[config.mk]
export PLATFORM = sky130hd
export DESIGN_NAME = ebi_top
export DESIGN_NICKNAME = d
export VERILOG_FILES = /design/src/ebi_pkg.sv /design/src/ebi_top.sv /design/src/ebi_div.sv /design/src/ebi_buf.sv
export SDC_FILE = /design/constraint.sdc
export NUM_CORES = 1
export LEC_CHECK = 0
export BUFFER_PORTS_ARGS = -buffer_cell sky130_fd_sc_hd__buf_2
export CAP_MARGIN = 15
export CORE_MARGIN = 2
export CORE_UTILIZATION = 49
export CTS_CLUSTER_DIAMETER = 50
export DETAILED_ROUTE_END_ITERATION = 16
export GPL_TIMING_DRIVEN = 0
export PLACE_DENSITY = 0.86
export SLEW_MARGIN = 20
export SYNTH_ARGS = -nofsm -noshare
export SYNTH_HDL_FRONTEND = slang
export SYNTH_SLANG_ARGS = --single-unit
[constraint.sdc]
create_clock -name clk_sys -period 2.49 [get_ports clk_sys]
set_clock_uncertainty 0.05 [all_clocks]
set_input_delay 0.498 -clock clk_sys [delete_from_list [all_inputs] [get_ports clk_sys]]
set_output_delay 0.498 -clock clk_sys [all_outputs]
set_load 0.02 [all_outputs]
[src/ebi_pkg.sv]
package ebi_pkg;
   // ***************************************************
   // Register map
   // ***************************************************
   localparam logic [3:0]  REG_CTRL       = 4'h0;
   localparam logic [3:0]  REG_STAT       = 4'h4;
   localparam int          CTRL_W         = 11;
   localparam logic [10:0] CTRL_RST       = 11'h010;
   localparam int          CTRL_RATIO_LSB = 0;
   localparam int          CTRL_IODIV_LSB = 2;
   localparam int          CTRL_IOEN_BIT  = 4;
   localparam int          CTRL_SENSE_LSB = 5;
   // ***************************************************
   // Clock ratios, timing and interrupt sense codes
   // ***************************************************
   localparam int         SYS_NS       = 20;
   localparam int         OSC_NS       = 80;
   localparam logic [2:0] OSC_HALF_CYC = 3'((OSC_NS / SYS_NS) / 2);
   localparam logic [1:0] RATIO_EQ     = 2'h0;
   localparam logic [1:0] RATIO_HALF   = 2'h1;
   localparam logic [1:0] RATIO_DBL    = 2'h2;
   localparam logic [1:0] SENSE_LOW    = 2'h0;
   localparam logic [1:0] SENSE_HIGH   = 2'h1;
   localparam logic [1:0] SENSE_FALL   = 2'h2;
   localparam logic [1:0] SENSE_RISE   = 2'h3;
   // ***************************************************
   // Types
   // ***************************************************
   typedef enum logic [2:0] {
      ST_IDLE  = 3'h0,
      ST_T1    = 3'h1,
      ST_T2    = 3'h2,
      ST_T3    = 3'h3,
      ST_GRANT = 3'h4
   } ebi_state_e;
   typedef enum logic [1:0] {
      K_MEM    = 2'h0,
      K_IO     = 2'h1,
      K_IRQ_ACK_INDICATION = 2'h2,
      K_REFR   = 2'h3
   } ebi_kind_e;
   typedef struct packed {
      ebi_kind_e   kind;
      logic        write;
      logic        word;
      logic        fetch;
      logic [23:0] addr;
      logic [15:0] wdata;
   } ebi_req_s;
endpackage

[src/ebi_top.sv]
// Implementation choices: the plain strobed port and the register addresses.
`timescale 1ns/1ns
module ebi_top (
   input  wire logic                 clk_sys,
   input  wire logic                 rstn,
   // Register port
   input  wire logic [3:0]           reg_addr,
   input  wire logic [31:0]          reg_wdata,
   input  wire logic                 reg_wr,
   input  wire logic                 reg_rd,
   output logic [31:0]               reg_rdata,
   // Core request, response and mode
   input  wire logic                 req_valid,
   output logic                      req_ready,
   input  wire ebi_pkg::ebi_req_s    req_data,
   output logic                      resp_valid,
   output logic [15:0]               resp_data,
   input  wire logic [1:0]           cpu_mode,
   // Core interrupt side
   input  wire logic                 mimic_irq,
   input  wire logic                 dma_irq,
   input  wire logic                 hdlc_irq,
   input  wire logic [3:1]           irq_clear,
   output logic [3:1]                core_irq,
   output logic                      core_irq0_n,
   // Pins
   input  wire logic                 irq_in_zero_n,
   input  wire logic [3:1]           irq_in_n,
   input  wire logic                 ext_master_request_n,
   input  wire logic                 mem_width_byte_n,
   output logic                      bus_grant_ack_n,
   output logic                      bus_ref_clk,
   output logic                      periph_xfer_clk,
   output logic [23:0]               addr_out,
   input  wire logic [15:0]          data_lines_in,
   output logic [15:0]               data_lines_out,
   output logic                      data_lines_oe,
   output logic                      low_lane_enable_n,
   output logic                      high_lane_enable_n,
   output logic                      mem_read_n,
   output logic                      mem_write_n,
   output logic                      periph_request_n,
   output logic                      periph_read_strobe_n,
   output logic                      periph_write_strobe_n,
   output logic                      opcode_fetch_cycle_n,
   output logic                      bus_oe,
   output logic                      standby_status_n,
   output logic                      halt_status_n
);
   // ***************************************************
   // Pin synchronisers
   // ***************************************************
   logic [21:0] sy1_q, sy2_q;
   logic [3:0]  sy3_q;
   always_ff @(posedge clk_sys) begin
      sy1_q <= {data_lines_in, mem_width_byte_n, ext_master_request_n,
                irq_in_n, irq_in_zero_n};
      sy2_q <= sy1_q;
      sy3_q <= sy2_q[3:0];
   end
   logic [15:0] din;
   logic        byte_mem, req_pend;
   assign din      = sy2_q[21:6];
   assign byte_mem = !sy2_q[5];
   assign req_pend = !sy2_q[4];

   // ***************************************************
   // Register file
   // ***************************************************
   logic [10:0] ctrl_q, ctrl_d;
   logic [31:0] rdat_q, rdat_d;
   logic [1:0]  ratio;
   logic [1:0]  iodiv;
   logic        io_en;
   ebi_pkg::ebi_state_e st_q, st_d;
   assign ratio = ctrl_q[ebi_pkg::CTRL_RATIO_LSB +: 2];
   assign iodiv = ctrl_q[ebi_pkg::CTRL_IODIV_LSB +: 2];
   assign io_en = ctrl_q[ebi_pkg::CTRL_IOEN_BIT];

   always_comb begin
      ctrl_d = ctrl_q;
      rdat_d = 32'h0000_0000;
      if (reg_wr && reg_addr == ebi_pkg::REG_CTRL) begin
         ctrl_d = reg_wdata[ebi_pkg::CTRL_W-1:0];
      end
      if (reg_rd && reg_addr == ebi_pkg::REG_CTRL) begin
         rdat_d = {21'h0, ctrl_q};
      end else if (reg_rd && reg_addr == ebi_pkg::REG_STAT) begin
         rdat_d = {27'h0, req_pend, st_q == ebi_pkg::ST_GRANT,
                   st_q != ebi_pkg::ST_IDLE, cpu_mode};
      end
   end

   always_ff @(posedge clk_sys) begin
      if (!rstn) begin
         ctrl_q <= ebi_pkg::CTRL_RST;
         rdat_q <= 32'h0000_0000;
      end else begin
         ctrl_q <= ctrl_d;
         rdat_q <= rdat_d;
      end
   end
   assign reg_rdata = rdat_q;

   // ***************************************************
   // Bus and peripheral clocks
   // ***************************************************
   logic [2:0] ref_half;
   logic       r_rise, p_rise, stp, io_kind;
   always_comb begin
      case (ratio)
         ebi_pkg::RATIO_HALF: ref_half = ebi_pkg::OSC_HALF_CYC << 1;
         ebi_pkg::RATIO_DBL:  ref_half = ebi_pkg::OSC_HALF_CYC >> 1;
         default:             ref_half = ebi_pkg::OSC_HALF_CYC;
      endcase
   end

   ebi_div #(.CNT_W(3)) u_ref (
      .clk_sys (clk_sys),
      .rstn    (rstn),
      .en      (1'b1),
      .half    (ref_half),
      .clk_out (bus_ref_clk),
      .rise    (r_rise)
   );

   ebi_div #(.CNT_W(3)) u_io (
      .clk_sys (clk_sys),
      .rstn    (rstn || 1'b0),
      .en      (r_rise && io_en),
      .half    ({1'b0, iodiv} + 3'h1),
      .clk_out (periph_xfer_clk),
      .rise    (p_rise)
   );

   // ***************************************************
   // Request buffer
   // ***************************************************
   ebi_pkg::ebi_req_s buf_data, cur_q, cur_d;
   logic              buf_v, buf_pop;
   assign buf_pop = st_q == ebi_pkg::ST_IDLE && !req_pend;
   ebi_buf #(.W($bits(ebi_pkg::ebi_req_s))) u_buf (
      .clk_sys   (clk_sys),
      .rstn      (rstn),
      .in_valid  (req_valid),
      .in_ready  (req_ready),
      .in_data   (req_data),
      .out_valid (buf_v),
      .out_ready (buf_pop),
      .out_data  (buf_data)
   );

   // ***************************************************
   // Transaction sequencer
   // ***************************************************
   logic        sec_q, sec_d, bm_q, bm_d, rv_q, rv_d;
   logic [15:0] rd_q, rd_d;
   assign io_kind = cur_q.kind == ebi_pkg::K_IO
                 || cur_q.kind == ebi_pkg::K_IRQ_ACK_INDICATION;
   assign stp = (io_kind && io_en) ? p_rise : r_rise;

   always_comb begin
      st_d  = st_q;
      cur_d = cur_q;
      sec_d = sec_q;
      bm_d  = bm_q;
      rd_d  = rd_q;
      rv_d  = 1'b0;
      case (st_q)
         ebi_pkg::ST_IDLE: begin
            if (req_pend) begin
               st_d = ebi_pkg::ST_GRANT;
            end else if (buf_v) begin
               cur_d = buf_data;
               sec_d = 1'b0;
               st_d  = ebi_pkg::ST_T1;
            end
         end
         ebi_pkg::ST_T1: begin
            if (stp) st_d = ebi_pkg::ST_T2;
         end
         ebi_pkg::ST_T2: begin
            if (stp) begin
               bm_d = byte_mem;
               st_d = ebi_pkg::ST_T3;
            end
         end
         ebi_pkg::ST_T3: begin
            if (stp) begin
               if (cur_q.kind == ebi_pkg::K_MEM && cur_q.word && bm_q
                   && !sec_q) begin
                  rd_d[7:0] = din[7:0];
                  sec_d     = 1'b1;
                  st_d      = ebi_pkg::ST_T1;
               end else begin
                  if (sec_q) rd_d[15:8] = din[7:0];
                  else if (cur_q.word) rd_d = din;
                  else if (cur_q.addr[0]) rd_d = {8'h00, din[15:8]};
                  else rd_d = {8'h00, din[7:0]};
                  rv_d = 1'b1;
                  st_d = ebi_pkg::ST_IDLE;
               end
            end
         end
         ebi_pkg::ST_GRANT: begin
            if (!req_pend) st_d = ebi_pkg::ST_IDLE;
         end
         default: st_d = ebi_pkg::ST_IDLE;
      endcase
   end

   // ***************************************************
   // Pin drive values
   // ***************************************************
   typedef struct packed {
      logic [23:0] addr;
      logic [15:0] dout;
      logic        doe, lo_n, hi_n, mrd_n, mwr_n;
      logic        periph_request_n_n, periph_read_strobe_n_n, iowr_n, m1_n, oe, ack_n;
   } ebi_pins_s;
   ebi_pins_s pin_q, pin_d;
   logic act, strb, mem, wd;
   always_comb begin
      act  = st_d inside {ebi_pkg::ST_T1, ebi_pkg::ST_T2, ebi_pkg::ST_T3};
      strb = st_d inside {ebi_pkg::ST_T2, ebi_pkg::ST_T3};
      mem  = cur_d.kind == ebi_pkg::K_MEM || cur_d.kind == ebi_pkg::K_REFR;
      wd   = cur_d.word || cur_d.kind == ebi_pkg::K_REFR;
      pin_d.addr   = {cur_d.addr[23:1], cur_d.addr[0] | sec_d};
      pin_d.lo_n   = !(act && mem && (sec_d || wd || !cur_d.addr[0]));
      pin_d.hi_n   = !(act && mem && !sec_d && (wd || cur_d.addr[0]));
      pin_d.periph_request_n_n = !(act && cur_d.kind inside {ebi_pkg::K_IO,
                                                 ebi_pkg::K_IRQ_ACK_INDICATION});
      pin_d.m1_n   = !(act && (cur_d.kind == ebi_pkg::K_IRQ_ACK_INDICATION
                      || (cur_d.kind == ebi_pkg::K_MEM && cur_d.fetch)));
      pin_d.mrd_n  = !(strb && cur_d.kind == ebi_pkg::K_MEM && !cur_d.write);
      pin_d.mwr_n  = !(strb && cur_d.kind == ebi_pkg::K_MEM && cur_d.write);
      pin_d.periph_read_strobe_n_n = !(strb && cur_d.kind == ebi_pkg::K_IO && !cur_d.write);
      pin_d.iowr_n = !(strb && cur_d.kind == ebi_pkg::K_IO && cur_d.write);
      pin_d.doe    = strb && cur_d.write && cur_d.kind inside {ebi_pkg::K_MEM,
                                                                ebi_pkg::K_IO};
      if (sec_d) pin_d.dout = {8'h00, cur_d.wdata[15:8]};
      else if (cur_d.word) pin_d.dout = cur_d.wdata;
      else pin_d.dout = {cur_d.wdata[7:0], cur_d.wdata[7:0]};
      pin_d.oe     = st_d != ebi_pkg::ST_GRANT;
      pin_d.ack_n  = st_d != ebi_pkg::ST_GRANT;
   end

   always_ff @(posedge clk_sys) begin
      if (!rstn) begin
         st_q  <= ebi_pkg::ST_IDLE;
         cur_q <= '0;
         sec_q <= 1'b0;
         bm_q  <= 1'b0;
         rd_q  <= 16'h0000;
         rv_q  <= 1'b0;
         pin_q <= {40'h0, 1'b0, 8'hFF, 1'b1, 1'b1};
      end else begin
         st_q  <= st_d;
         cur_q <= cur_d;
         sec_q <= sec_d;
         bm_q  <= bm_d;
         rd_q  <= rd_d;
         rv_q  <= rv_d;
         pin_q <= pin_d;
      end
   end

   assign addr_out              = pin_q.addr;
   assign data_lines_out        = pin_q.dout;
   assign data_lines_oe         = pin_q.doe && pin_q.oe;
   assign low_lane_enable_n     = pin_q.lo_n;
   assign high_lane_enable_n    = pin_q.hi_n;
   assign mem_read_n            = pin_q.mrd_n;
   assign mem_write_n           = pin_q.mwr_n;
   assign periph_request_n      = pin_q.periph_request_n_n;
   assign periph_read_strobe_n  = pin_q.periph_read_strobe_n_n;
   assign periph_write_strobe_n = pin_q.iowr_n;
   assign opcode_fetch_cycle_n  = pin_q.m1_n;
   assign bus_oe                = pin_q.oe;
   assign bus_grant_ack_n       = pin_q.ack_n;
   assign resp_valid            = rv_q;
   assign resp_data             = rd_q;

   // ***************************************************
   // Status pins
   // ***************************************************
   logic [1:0] md_q;
   always_ff @(posedge clk_sys) begin
      if (!rstn) md_q <= 2'h0;
      else md_q <= cpu_mode;
   end
   assign standby_status_n = !md_q[1];
   assign halt_status_n    = !md_q[0];

   // ***************************************************
   // Interrupt conditioning
   // ***************************************************
   logic [3:1] lvl;
   genvar gi;
   generate
      for (gi = 1; gi <= 3; gi++) begin : g_irq
         logic       pnd_q, pnd_d, now, prv;
         logic [1:0] sn;
         always_comb begin
            sn    = ctrl_q[ebi_pkg::CTRL_SENSE_LSB + 2*(gi-1) +: 2];
            now   = sy2_q[gi];
            prv   = sy3_q[gi];
            pnd_d = pnd_q && !irq_clear[gi];
            if ((sn == ebi_pkg::SENSE_FALL && prv && !now)
                || (sn == ebi_pkg::SENSE_RISE && !prv && now)) begin
               pnd_d = 1'b1;
            end
            case (sn)
               ebi_pkg::SENSE_LOW:  lvl[gi] = !now;
               ebi_pkg::SENSE_HIGH: lvl[gi] = now;
               default:             lvl[gi] = pnd_q;
            endcase
         end
         always_ff @(posedge clk_sys) begin
            if (!rstn) pnd_q <= 1'b0;
            else pnd_q <= pnd_d;
         end
      end
   endgenerate
   assign core_irq    = req_pend ? 3'h0 : lvl;
   assign core_irq0_n = req_pend
                     || !(!sy2_q[0] || mimic_irq || dma_irq || hdlc_irq);
endmodule

[src/ebi_div.sv]
`timescale 1ns/1ns
module ebi_div #(
   parameter int CNT_W = 3
) (
   input  wire logic             clk_sys,
   input  wire logic             rstn,
   input  wire logic             en,
   input  wire logic [CNT_W-1:0] half,
   output logic                  clk_out,
   output logic                  rise
);
   logic [CNT_W-1:0] cnt_q;
   logic [CNT_W-1:0] cnt_d;
   logic             lvl_q;
   logic             lvl_d;
   logic             wrap;

   // ***************************************************
   // Half-period counter in enable ticks
   // ***************************************************
   always_comb begin
      wrap  = en && (cnt_q + 1'b1 >= half);
      cnt_d = cnt_q;
      lvl_d = lvl_q;
      if (wrap) begin
         cnt_d = '0;
         lvl_d = !lvl_q;
      end else if (en) begin
         cnt_d = cnt_q + 1'b1;
      end
   end

   always_ff @(posedge clk_sys) begin
      if (!rstn) begin
         cnt_q <= '0;
         lvl_q <= 1'b0;
      end else begin
         cnt_q <= cnt_d;
         lvl_q <= lvl_d;
      end
   end

   assign clk_out = lvl_q;
   assign rise    = wrap && !lvl_q;
endmodule

[src/ebi_buf.sv]
`timescale 1ns/1ns
module ebi_buf #(
   parameter int W = 45
) (
   input  wire logic         clk_sys,
   input  wire logic         rstn,
   input  wire logic         in_valid,
   output logic              in_ready,
   input  wire logic [W-1:0] in_data,
   output logic              out_valid,
   input  wire logic         out_ready,
   output logic [W-1:0]      out_data
);
   logic [W-1:0] mem_q [2];
   logic [W-1:0] mem_d [2];
   logic         wp_q, wp_d, rp_q, rp_d;
   logic [1:0]   cnt_q, cnt_d;
   logic         push, pop;

   // ***************************************************
   // Two-entry ring
   // ***************************************************
   always_comb begin
      in_ready  = cnt_q != 2'h2;
      out_valid = cnt_q != 2'h0;
      out_data  = mem_q[rp_q];
      push      = in_valid && in_ready;
      pop       = out_valid && out_ready;
      mem_d     = mem_q;
      wp_d      = wp_q ^ push;
      rp_d      = rp_q ^ pop;
      cnt_d     = cnt_q + {1'b0, push} - {1'b0, pop};
      if (push) begin
         mem_d[wp_q] = in_data;
      end
   end

   always_ff @(posedge clk_sys) begin
      mem_q <= mem_d;
      if (!rstn) begin
         wp_q  <= 1'b0;
         rp_q  <= 1'b0;
         cnt_q <= 2'h0;
      end else begin
         wp_q  <= wp_d;
         rp_q  <= rp_d;
         cnt_q <= cnt_d;
      end
   end
endmodule

# Word level (Yosys, flattened, before mapping)
# Index checks and enable logic that the tools add are counted.
totals:
  ff_bits: 315
  input_bits: 116
  out_inout_bits: 109
  elab_cells: 239
op_classes:
  n_addsub: 5
  order_cmp: 5
  eq_ne: 27
  n_mux: 41
  n_bitwise: 7
  reduce_logical: 110
op_table:
  columns: ["cell", "count"]
  rows:
  - ["45-bit two-way mux", 7]
  - ["90-bit bitwise mux", 1]
  - ["1-bit logical AND", 46]
  - ["45-bit demux with 1-bit select", 1]
  - ["8-bit two-way mux", 5]
  - ["16-bit two-way mux", 2]
  - ["1-bit logical NOT", 29]
  - ["3-bit two-way mux", 7]
  - ["2-bit == test (second input constant)", 10]
  - ["3-bit one-hot mux with 5 select lines", 1]
  - ["1-bit logical OR", 14]
  - ["2-bit by 1-bit == test with 1-bit output (second input constant)", 6]
  - ["3-bit by 2-bit == test with 1-bit output (second input constant)", 4]
  - ["11-bit two-way mux", 1]
  - ["2-bit logical NOT", 5]
  - ["1-bit two-way mux", 10]
  - ["3-bit AND reduction", 3]
  - ["1-bit one-hot mux with 2 select lines", 4]
  - ["2-bit nonzero test", 4]
  - ["2-bit OR reduction", 4]
  - ["3-bit by 1-bit adder with 3-bit output (second input constant)", 2]
  - ["3-bit by 1-bit == test with 1-bit output (second input constant)", 2]
  - ["3-bit >= comparator", 2]
  - ["3-bit one-hot mux with 2 select lines", 1]
  - ["other kinds (19)", 24]

# Longest topological paths before layout
depth:
  ltp_word: 16
  depth_mapped: 12
  depth_no_buf: 10

# Hierarchy
# From an unflattened synthesis, not the netlist that was laid out.
unflattened:
  hier_cells: 873
  area_unflattened_um2: 10347.4
modules_own_cells:
  columns: ["module", "instances", "cells_each", "area_per_inst_um2", "seq_area_each_um2"]
  rows:
  - ["ebi_top", 1, 653, 6237.2, 3363.2]
  - ["ebi_buf", 1, 162, 3597.2, 2782.7]
  - ["ebi_div", 2, 29, 256.5, 80.1]

# Worst setup path after synthesis
# Ideal clock, no wire load.
synth_timing:
  path_kind: "register to register"
  start: "register u_ref.cnt_q[0]"
  end: "register pin_q (netlist bit high_lane_enable_n)"
  setup_ns: 0.134
  t_arrival_ns: 2.363
  required_ns: 2.306
  path_slack_ns: -0.057
  stages_incl_launch_ff: 10
  n_path_buf: 0
  period_less_slack_ns: 2.547
  path_cell_list: "dfxtp_1 -> ha_1 -> xor2_1 -> ha_1 -> a21o_1 -> a31oi_4 -> nor3_2 -> a22oi_4 -> nand2_4 -> or4b_1"
synth_via:
  elab_chain_len: 15
  word_cells_on_any_way: 22
  classes_between: "add/sub (1); order compare (1); eq/ne (3); mux (7); reduce/logical (10)"
synth_lines:
  columns: ["item", "line", "text"]
  rows:
  - ["start, declared", "ebi_div.sv:12", "logic [CNT_W-1:0] cnt_q;"]
  - ["start signal, assigned", "ebi_div.sv:38", "cnt_q <= cnt_d;"]
  - ["3-bit by 1-bit adder with 3-bit output *", "ebi_div.sv:22", "wrap = en && (cnt_q + 1'b1 >= half);"]
  - ["3-bit >= comparator *", "ebi_div.sv:22", null]
  - ["1-bit logical AND *", "ebi_div.sv:44", "assign rise = wrap && !lvl_q;"]
  - ["1-bit logical AND", "ebi_top.sv:130", ".en (r_rise && io_en),"]
  - ["1-bit logical AND", "ebi_div.sv:22", null]
  - ["1-bit logical AND", "ebi_div.sv:44", null]
  - ["1-bit two-way mux *", "ebi_top.sv:160", "assign stp = (io_kind && io_en) ? p_rise : r_rise;"]
  - ["3-bit two-way mux, on equally long branches", "ebi_top.sv:189, ebi_top.sv:180, ebi_top.sv:183", null]
  - ["3-bit one-hot mux with 5 select lines", "ebi_top.sv:169", "case (st_q)"]
  - ["3-bit by 1-bit == test with 1-bit output or 3-bit by 2-bit == test with 1-bit output (tied branches)", "ebi_top.sv:224", "act = st_d inside {ebi_pkg::ST_T1, ebi_pkg::ST_T2, ebi_pkg::ST_T3};"]
  - ["3-bit nonzero test", "ebi_top.sv:224", null]
  - ["1-bit logical AND", "ebi_top.sv:230", "pin_d.hi_n = !(act && mem && !sec_d && (wd || cur_d.addr[0]));"]
  - ["1-bit logical AND * (2 in series)", "ebi_top.sv:230", null]
  - ["1-bit logical NOT *", "ebi_top.sv:230", null]
  - ["end signal, assigned", "ebi_top.sv:256", "pin_q <= {40'h0, 1'b0, 8'hFF, 1'b1, 1'b1};"]
  - ["end signal, assigned", "ebi_top.sv:264", "pin_q <= pin_d;"]
  - ["end, declared", "ebi_top.sv:221", "ebi_pins_s pin_q, pin_d;"]
# Mark *: on every way between the ends. The rest lies on a longest branch, timed or not.
# A chain may end at the register's enable or synchronous reset.

# Final worst setup path
layout_timing:
  start: "register u_io.cnt_q[0]"
  end: "register pin_q (netlist bit high_lane_enable_n)"
layout_via:
  elab_chain_len: 13
  word_cells_on_any_way: 20
  classes_between: "add/sub (1); order compare (1); eq/ne (3); mux (7); reduce/logical (8)"
layout_lines:
  columns: ["item", "line"]
  rows:
  - ["start, declared", "ebi_div.sv:12"]
  - ["start signal, assigned", "ebi_div.sv:38"]
  - ["3-bit by 1-bit adder with 3-bit output *", "ebi_div.sv:22"]
  - ["3-bit >= comparator *", "ebi_div.sv:22"]
  - ["1-bit logical AND *", "ebi_div.sv:22"]
  - ["1-bit logical AND *", "ebi_div.sv:44"]
  - ["1-bit two-way mux *", "ebi_top.sv:160"]
  - ["3-bit two-way mux, on equally long branches", "ebi_top.sv:189, ebi_top.sv:180, ebi_top.sv:183"]
  - ["3-bit one-hot mux with 5 select lines", "ebi_top.sv:169"]
  - ["3-bit by 1-bit == test with 1-bit output or 3-bit by 2-bit == test with 1-bit output (tied branches)", "ebi_top.sv:224"]
  - ["3-bit nonzero test", "ebi_top.sv:224"]
  - ["1-bit logical AND", "ebi_top.sv:230"]
  - ["1-bit logical AND * (2 in series)", "ebi_top.sv:230"]
  - ["1-bit logical NOT *", "ebi_top.sv:230"]
# Marks and branches as above.

==> reports/metrics.yaml <==
sta:
  worst_pin_slew_ns: 0.800
  worst_slew_margin_rel_pct: 46.7
  slew_violations: 0
  setup_viol: 0
  rsz0062_at_grt: "true"
  timing.hold.ws_ns: 0.0161
  max_freq_ghz: 0.407
  fin_crit_ns: 2.45
  worst_slack_ns: 0.0355
  final_hold_viol_count: 0
  post-route-period-util_pct: 98.6
placed_design:
  dp_slack_ns: -0.575
  finalWeightedCongestion: 0.810
  place_area_um2: 11500
  port_buffers: 181
  dp_cells: 1286
  dp_hpwl_um: 14600
min_path:
  hold_depth: 1
  hp-class: "in2reg"
global_routing:
  grt_start_max_net_pins: 46
  grt_pass1_wl_um: 33100
  overflow: 0
  antenna_found_initial: 4
  grt_usage_pct: 19.1
  grt_pass1_vias: 6498
setup_path:
  path_buf_inv: 1
  crit_path_end_kind: "flip-flop"
  path_class: "reg2reg"
  critPathTopFamily: "simple AND/OR/NAND/NOR gates"
  path_depth: 8
  path_max_fanout: 5
  reg2regPathDepth: 8
  slowest_stage: "or4b_4"
  cp_slowest_stage_delay_ns: 0.47
  cp-start-kind: "flip-flop"
  crit_arrival_ns: 2.81
  worstPathCellList: "ha_4 -> xor2_1 -> ha_2 -> o31ai_4 -> or2_1 -> buf_4 -> o31a_1 -> or4b_4"
  required_ns: 2.84
clocking:
  hold_buffers: 0
  clock_path_buffers: 3
  insertion_delay_ns: 0.53
  cts.htree.levels: 1
  cts_sinks: 270
  path_clk_slew_ns: 0.06
  cts_buffers: 29
  cts_tree: "built"
  root_buffer: "clkbuf_16"
die:
  chipWidth_um: 148
  ios: 225
  fp.dieArea_um2: 21800
  std_cell_rows: 52
  die_h_um: 148
  start_util_pct: 50.0
  core_um2: 20200
power_and_ir_drop:
  power_w: 0.0130
  switching_share_pct: 29.1
  power_leakage_nw: 5.84
  clkPwrFrac_pct: 31.9
  ir_drop_v: 0.000654
  seqPwrFrac_pct: 42.1
  p_sw_w: 0.00378
  power.internal_w: 0.00921
  powerDensity_nw_per_um2: 1020
  p_comb_share_pct: 25.9
flow_run:
  drv_cap: 0
route:
  drc: 0
  route.met2.wl_um: 10600
  firstDrtPassIters: 5
  ant_nets: 0
  top_layer_used: "met5"
  dr.first_iter.drc_count: 335
  avgViaCountPerCell: 4.90
  drt-met1-wl_um: 9050
  routed_wirelength_um: 21400
  wl_met3_um: 1460
  via_count: 6645
  drt-wirelength-per-cell_um: 15.8
layout:
  stdcell_count: 1357
  nNetsFinal: 1199
  register_area_um2: 6320
  drive_above_1_share_pct: 34.5
  fill_cells: 1522
  fin_area_um2: 12700
  syn_to_final_growth_pct: 25.9
  multiInputGateArea_um2: 3380
logic_synthesis:
  synth_most_common_cell: "dfxtp_1"
  ys_top_cells_by_count: "180 x dfxtp_1, 90 x edfxtp_1, 88 x nand2_1, 68 x mux2i_1, 63 x buf_4"
  ys_ff_latch: 270
  syn-cell-area_um2: 10100
  seq_area_frac_synth_pct: 62.3
  synth_top_area_share_pct: 35.6
  yosys.area.top_type: "dfxtp_1"
  synthCells: 815
  avgSynthCellArea_um2: 12.4
  synth_edf_count: 90
  synth_area_leaders: "dfxtp_1 36%, edfxtp_1 27%, mux2i_1 6.7%"
  synth_flop_cell: "dfxtp_1"
  async_flop_share_pct: 0
  yosys_warnings: 0
  ys_types: 56
run_status:
  status: "finished, final reports clean"
worst paths after layout:
path                     from                  to  slack (ns)
max             u_io.cnt_q[0]  high_lane_enable_n        0.04
min          data_lines_in[9]           sy1_q[15]        0.02
max reg2reg     u_io.cnt_q[0]  high_lane_enable_n        0.04
min reg2reg          sy1_q[3]            sy2_q[3]        0.28
area by class of cell:
cell class	instances	share of cell area, %
Timing Repair Buffer	199	8.20
Clock inverter	6	0.531
Sequential cell	270	49.6
Clock buffer	47	6.87
Buffer	94	4.98
Multi-Input combinational cell	449	26.5
Tap cell	270	2.65
Antenna cell	2	0.0393
Inverter	20	0.590
power groups by stage:
stage / combinational (W) / clock, W / sequential (W)
detailed placement: 0.00307 / 0 / 0.00554
floorplan: 0.00224 / 0 / 0.00550
finish: 0.00337 / 0.00415 / 0.00547
global placement: 0.00296 / 0 / 0.00553
CTS: 0.00319 / 0.00423 / 0.00545
global route: 0.00367 / 0.00444 / 0.00552
repair_timing:
| item | in CTS | in global routing |
|---|---|---|
| setup buffers | 9 | 9 |
| gates resized for setup | 25 | 26 |
| pin swaps | 9 | 11 |
| endpoints found under the setup margin | 30 | 21 |
per-layer routing:
layer / vias up / track usage (%)
met3: 31 / 4.57
li1: 3247 / -
met2: 213 / 33.3
met4: 2 / 4.66
met5: - / 0
met1: 3152 / 23.9
kinds of logic after synthesis:
group | share of synthesized area, %
AOI/OAI and AO/OA | 8.09
xor gates and xnor gates | 0.866
adders and majority gates | 2.47
buffers and inverters | 6.86
DFF | 62.3
muxes | 8.51
other | 0.0371
and+or+nand+nor | 10.8
flip-flops by register name, summed over array words and instances (netlist names), 2 cells and up:
name / flops
sy3_q: 3
u_buf.cnt_q: 2
ctrl_q: 11
u_ref.cnt_q: 3
u_buf.mem_q: 90
reg_rdata: 11
sy1_q: 22
resp_data: 16
u_io.cnt_q: 3
data_lines_out: 16
md_q: 2
cur_q: 45
st_q: 3
sy2_q: 22
g_irq.pnd_q: 3
cells in the final DEF (no fill, tap or decap), types with 2 or more instances in the layout:
master,n
nand2_1,87
nand3_1,10
dfxtp_2,5
a21o_1,2
o21ai_2,2
xnor2_1,2
clkbuf_16,29
inv_6,2
edfxtp_1,90
nand2b_4,2
buf_4,85
nor3_1,2
clkbuf_8,8
and3_1,2
xor2_1,6
dfxtp_1,174
inv_1,18
o21ai_0,30
buf_2,190
diode_2,2
clkbuf_1,21
mux2i_1,68
nand3b_1,5
inv_2,2
conb_1,21
a21boi_0,3
nor2b_1,43
mux2_4,7
ha_1,14
mux2_2,9
nor2_1,22
buf_1,3
a21oi_1,8
ha_4,5
and2_1,18
a22oi_1,7
nand2b_1,3
o211a_1,39
metrics by stage:
step | utilization [%] | setup TNS [ns]
after floorplan | - | 0
after global placement | 56.5 | -55.04
after detailed placement | 56.6 | -16.07
after CTS | 62.0 | -0.0627
after global routing | 62.9 | -0.250
final | 62.9 | 0
worst register-to-register path, delay by kind of cell, from the launching register on:
kind	cells	cell delay, ns
simple gates	2	0.60
fa+ha+maj	2	0.48
compound gates	2	0.48
flops	1	0.38
xor+xnor	1	0.17
buf+inv	1	0.15
(Power assumes the default switching activity.)
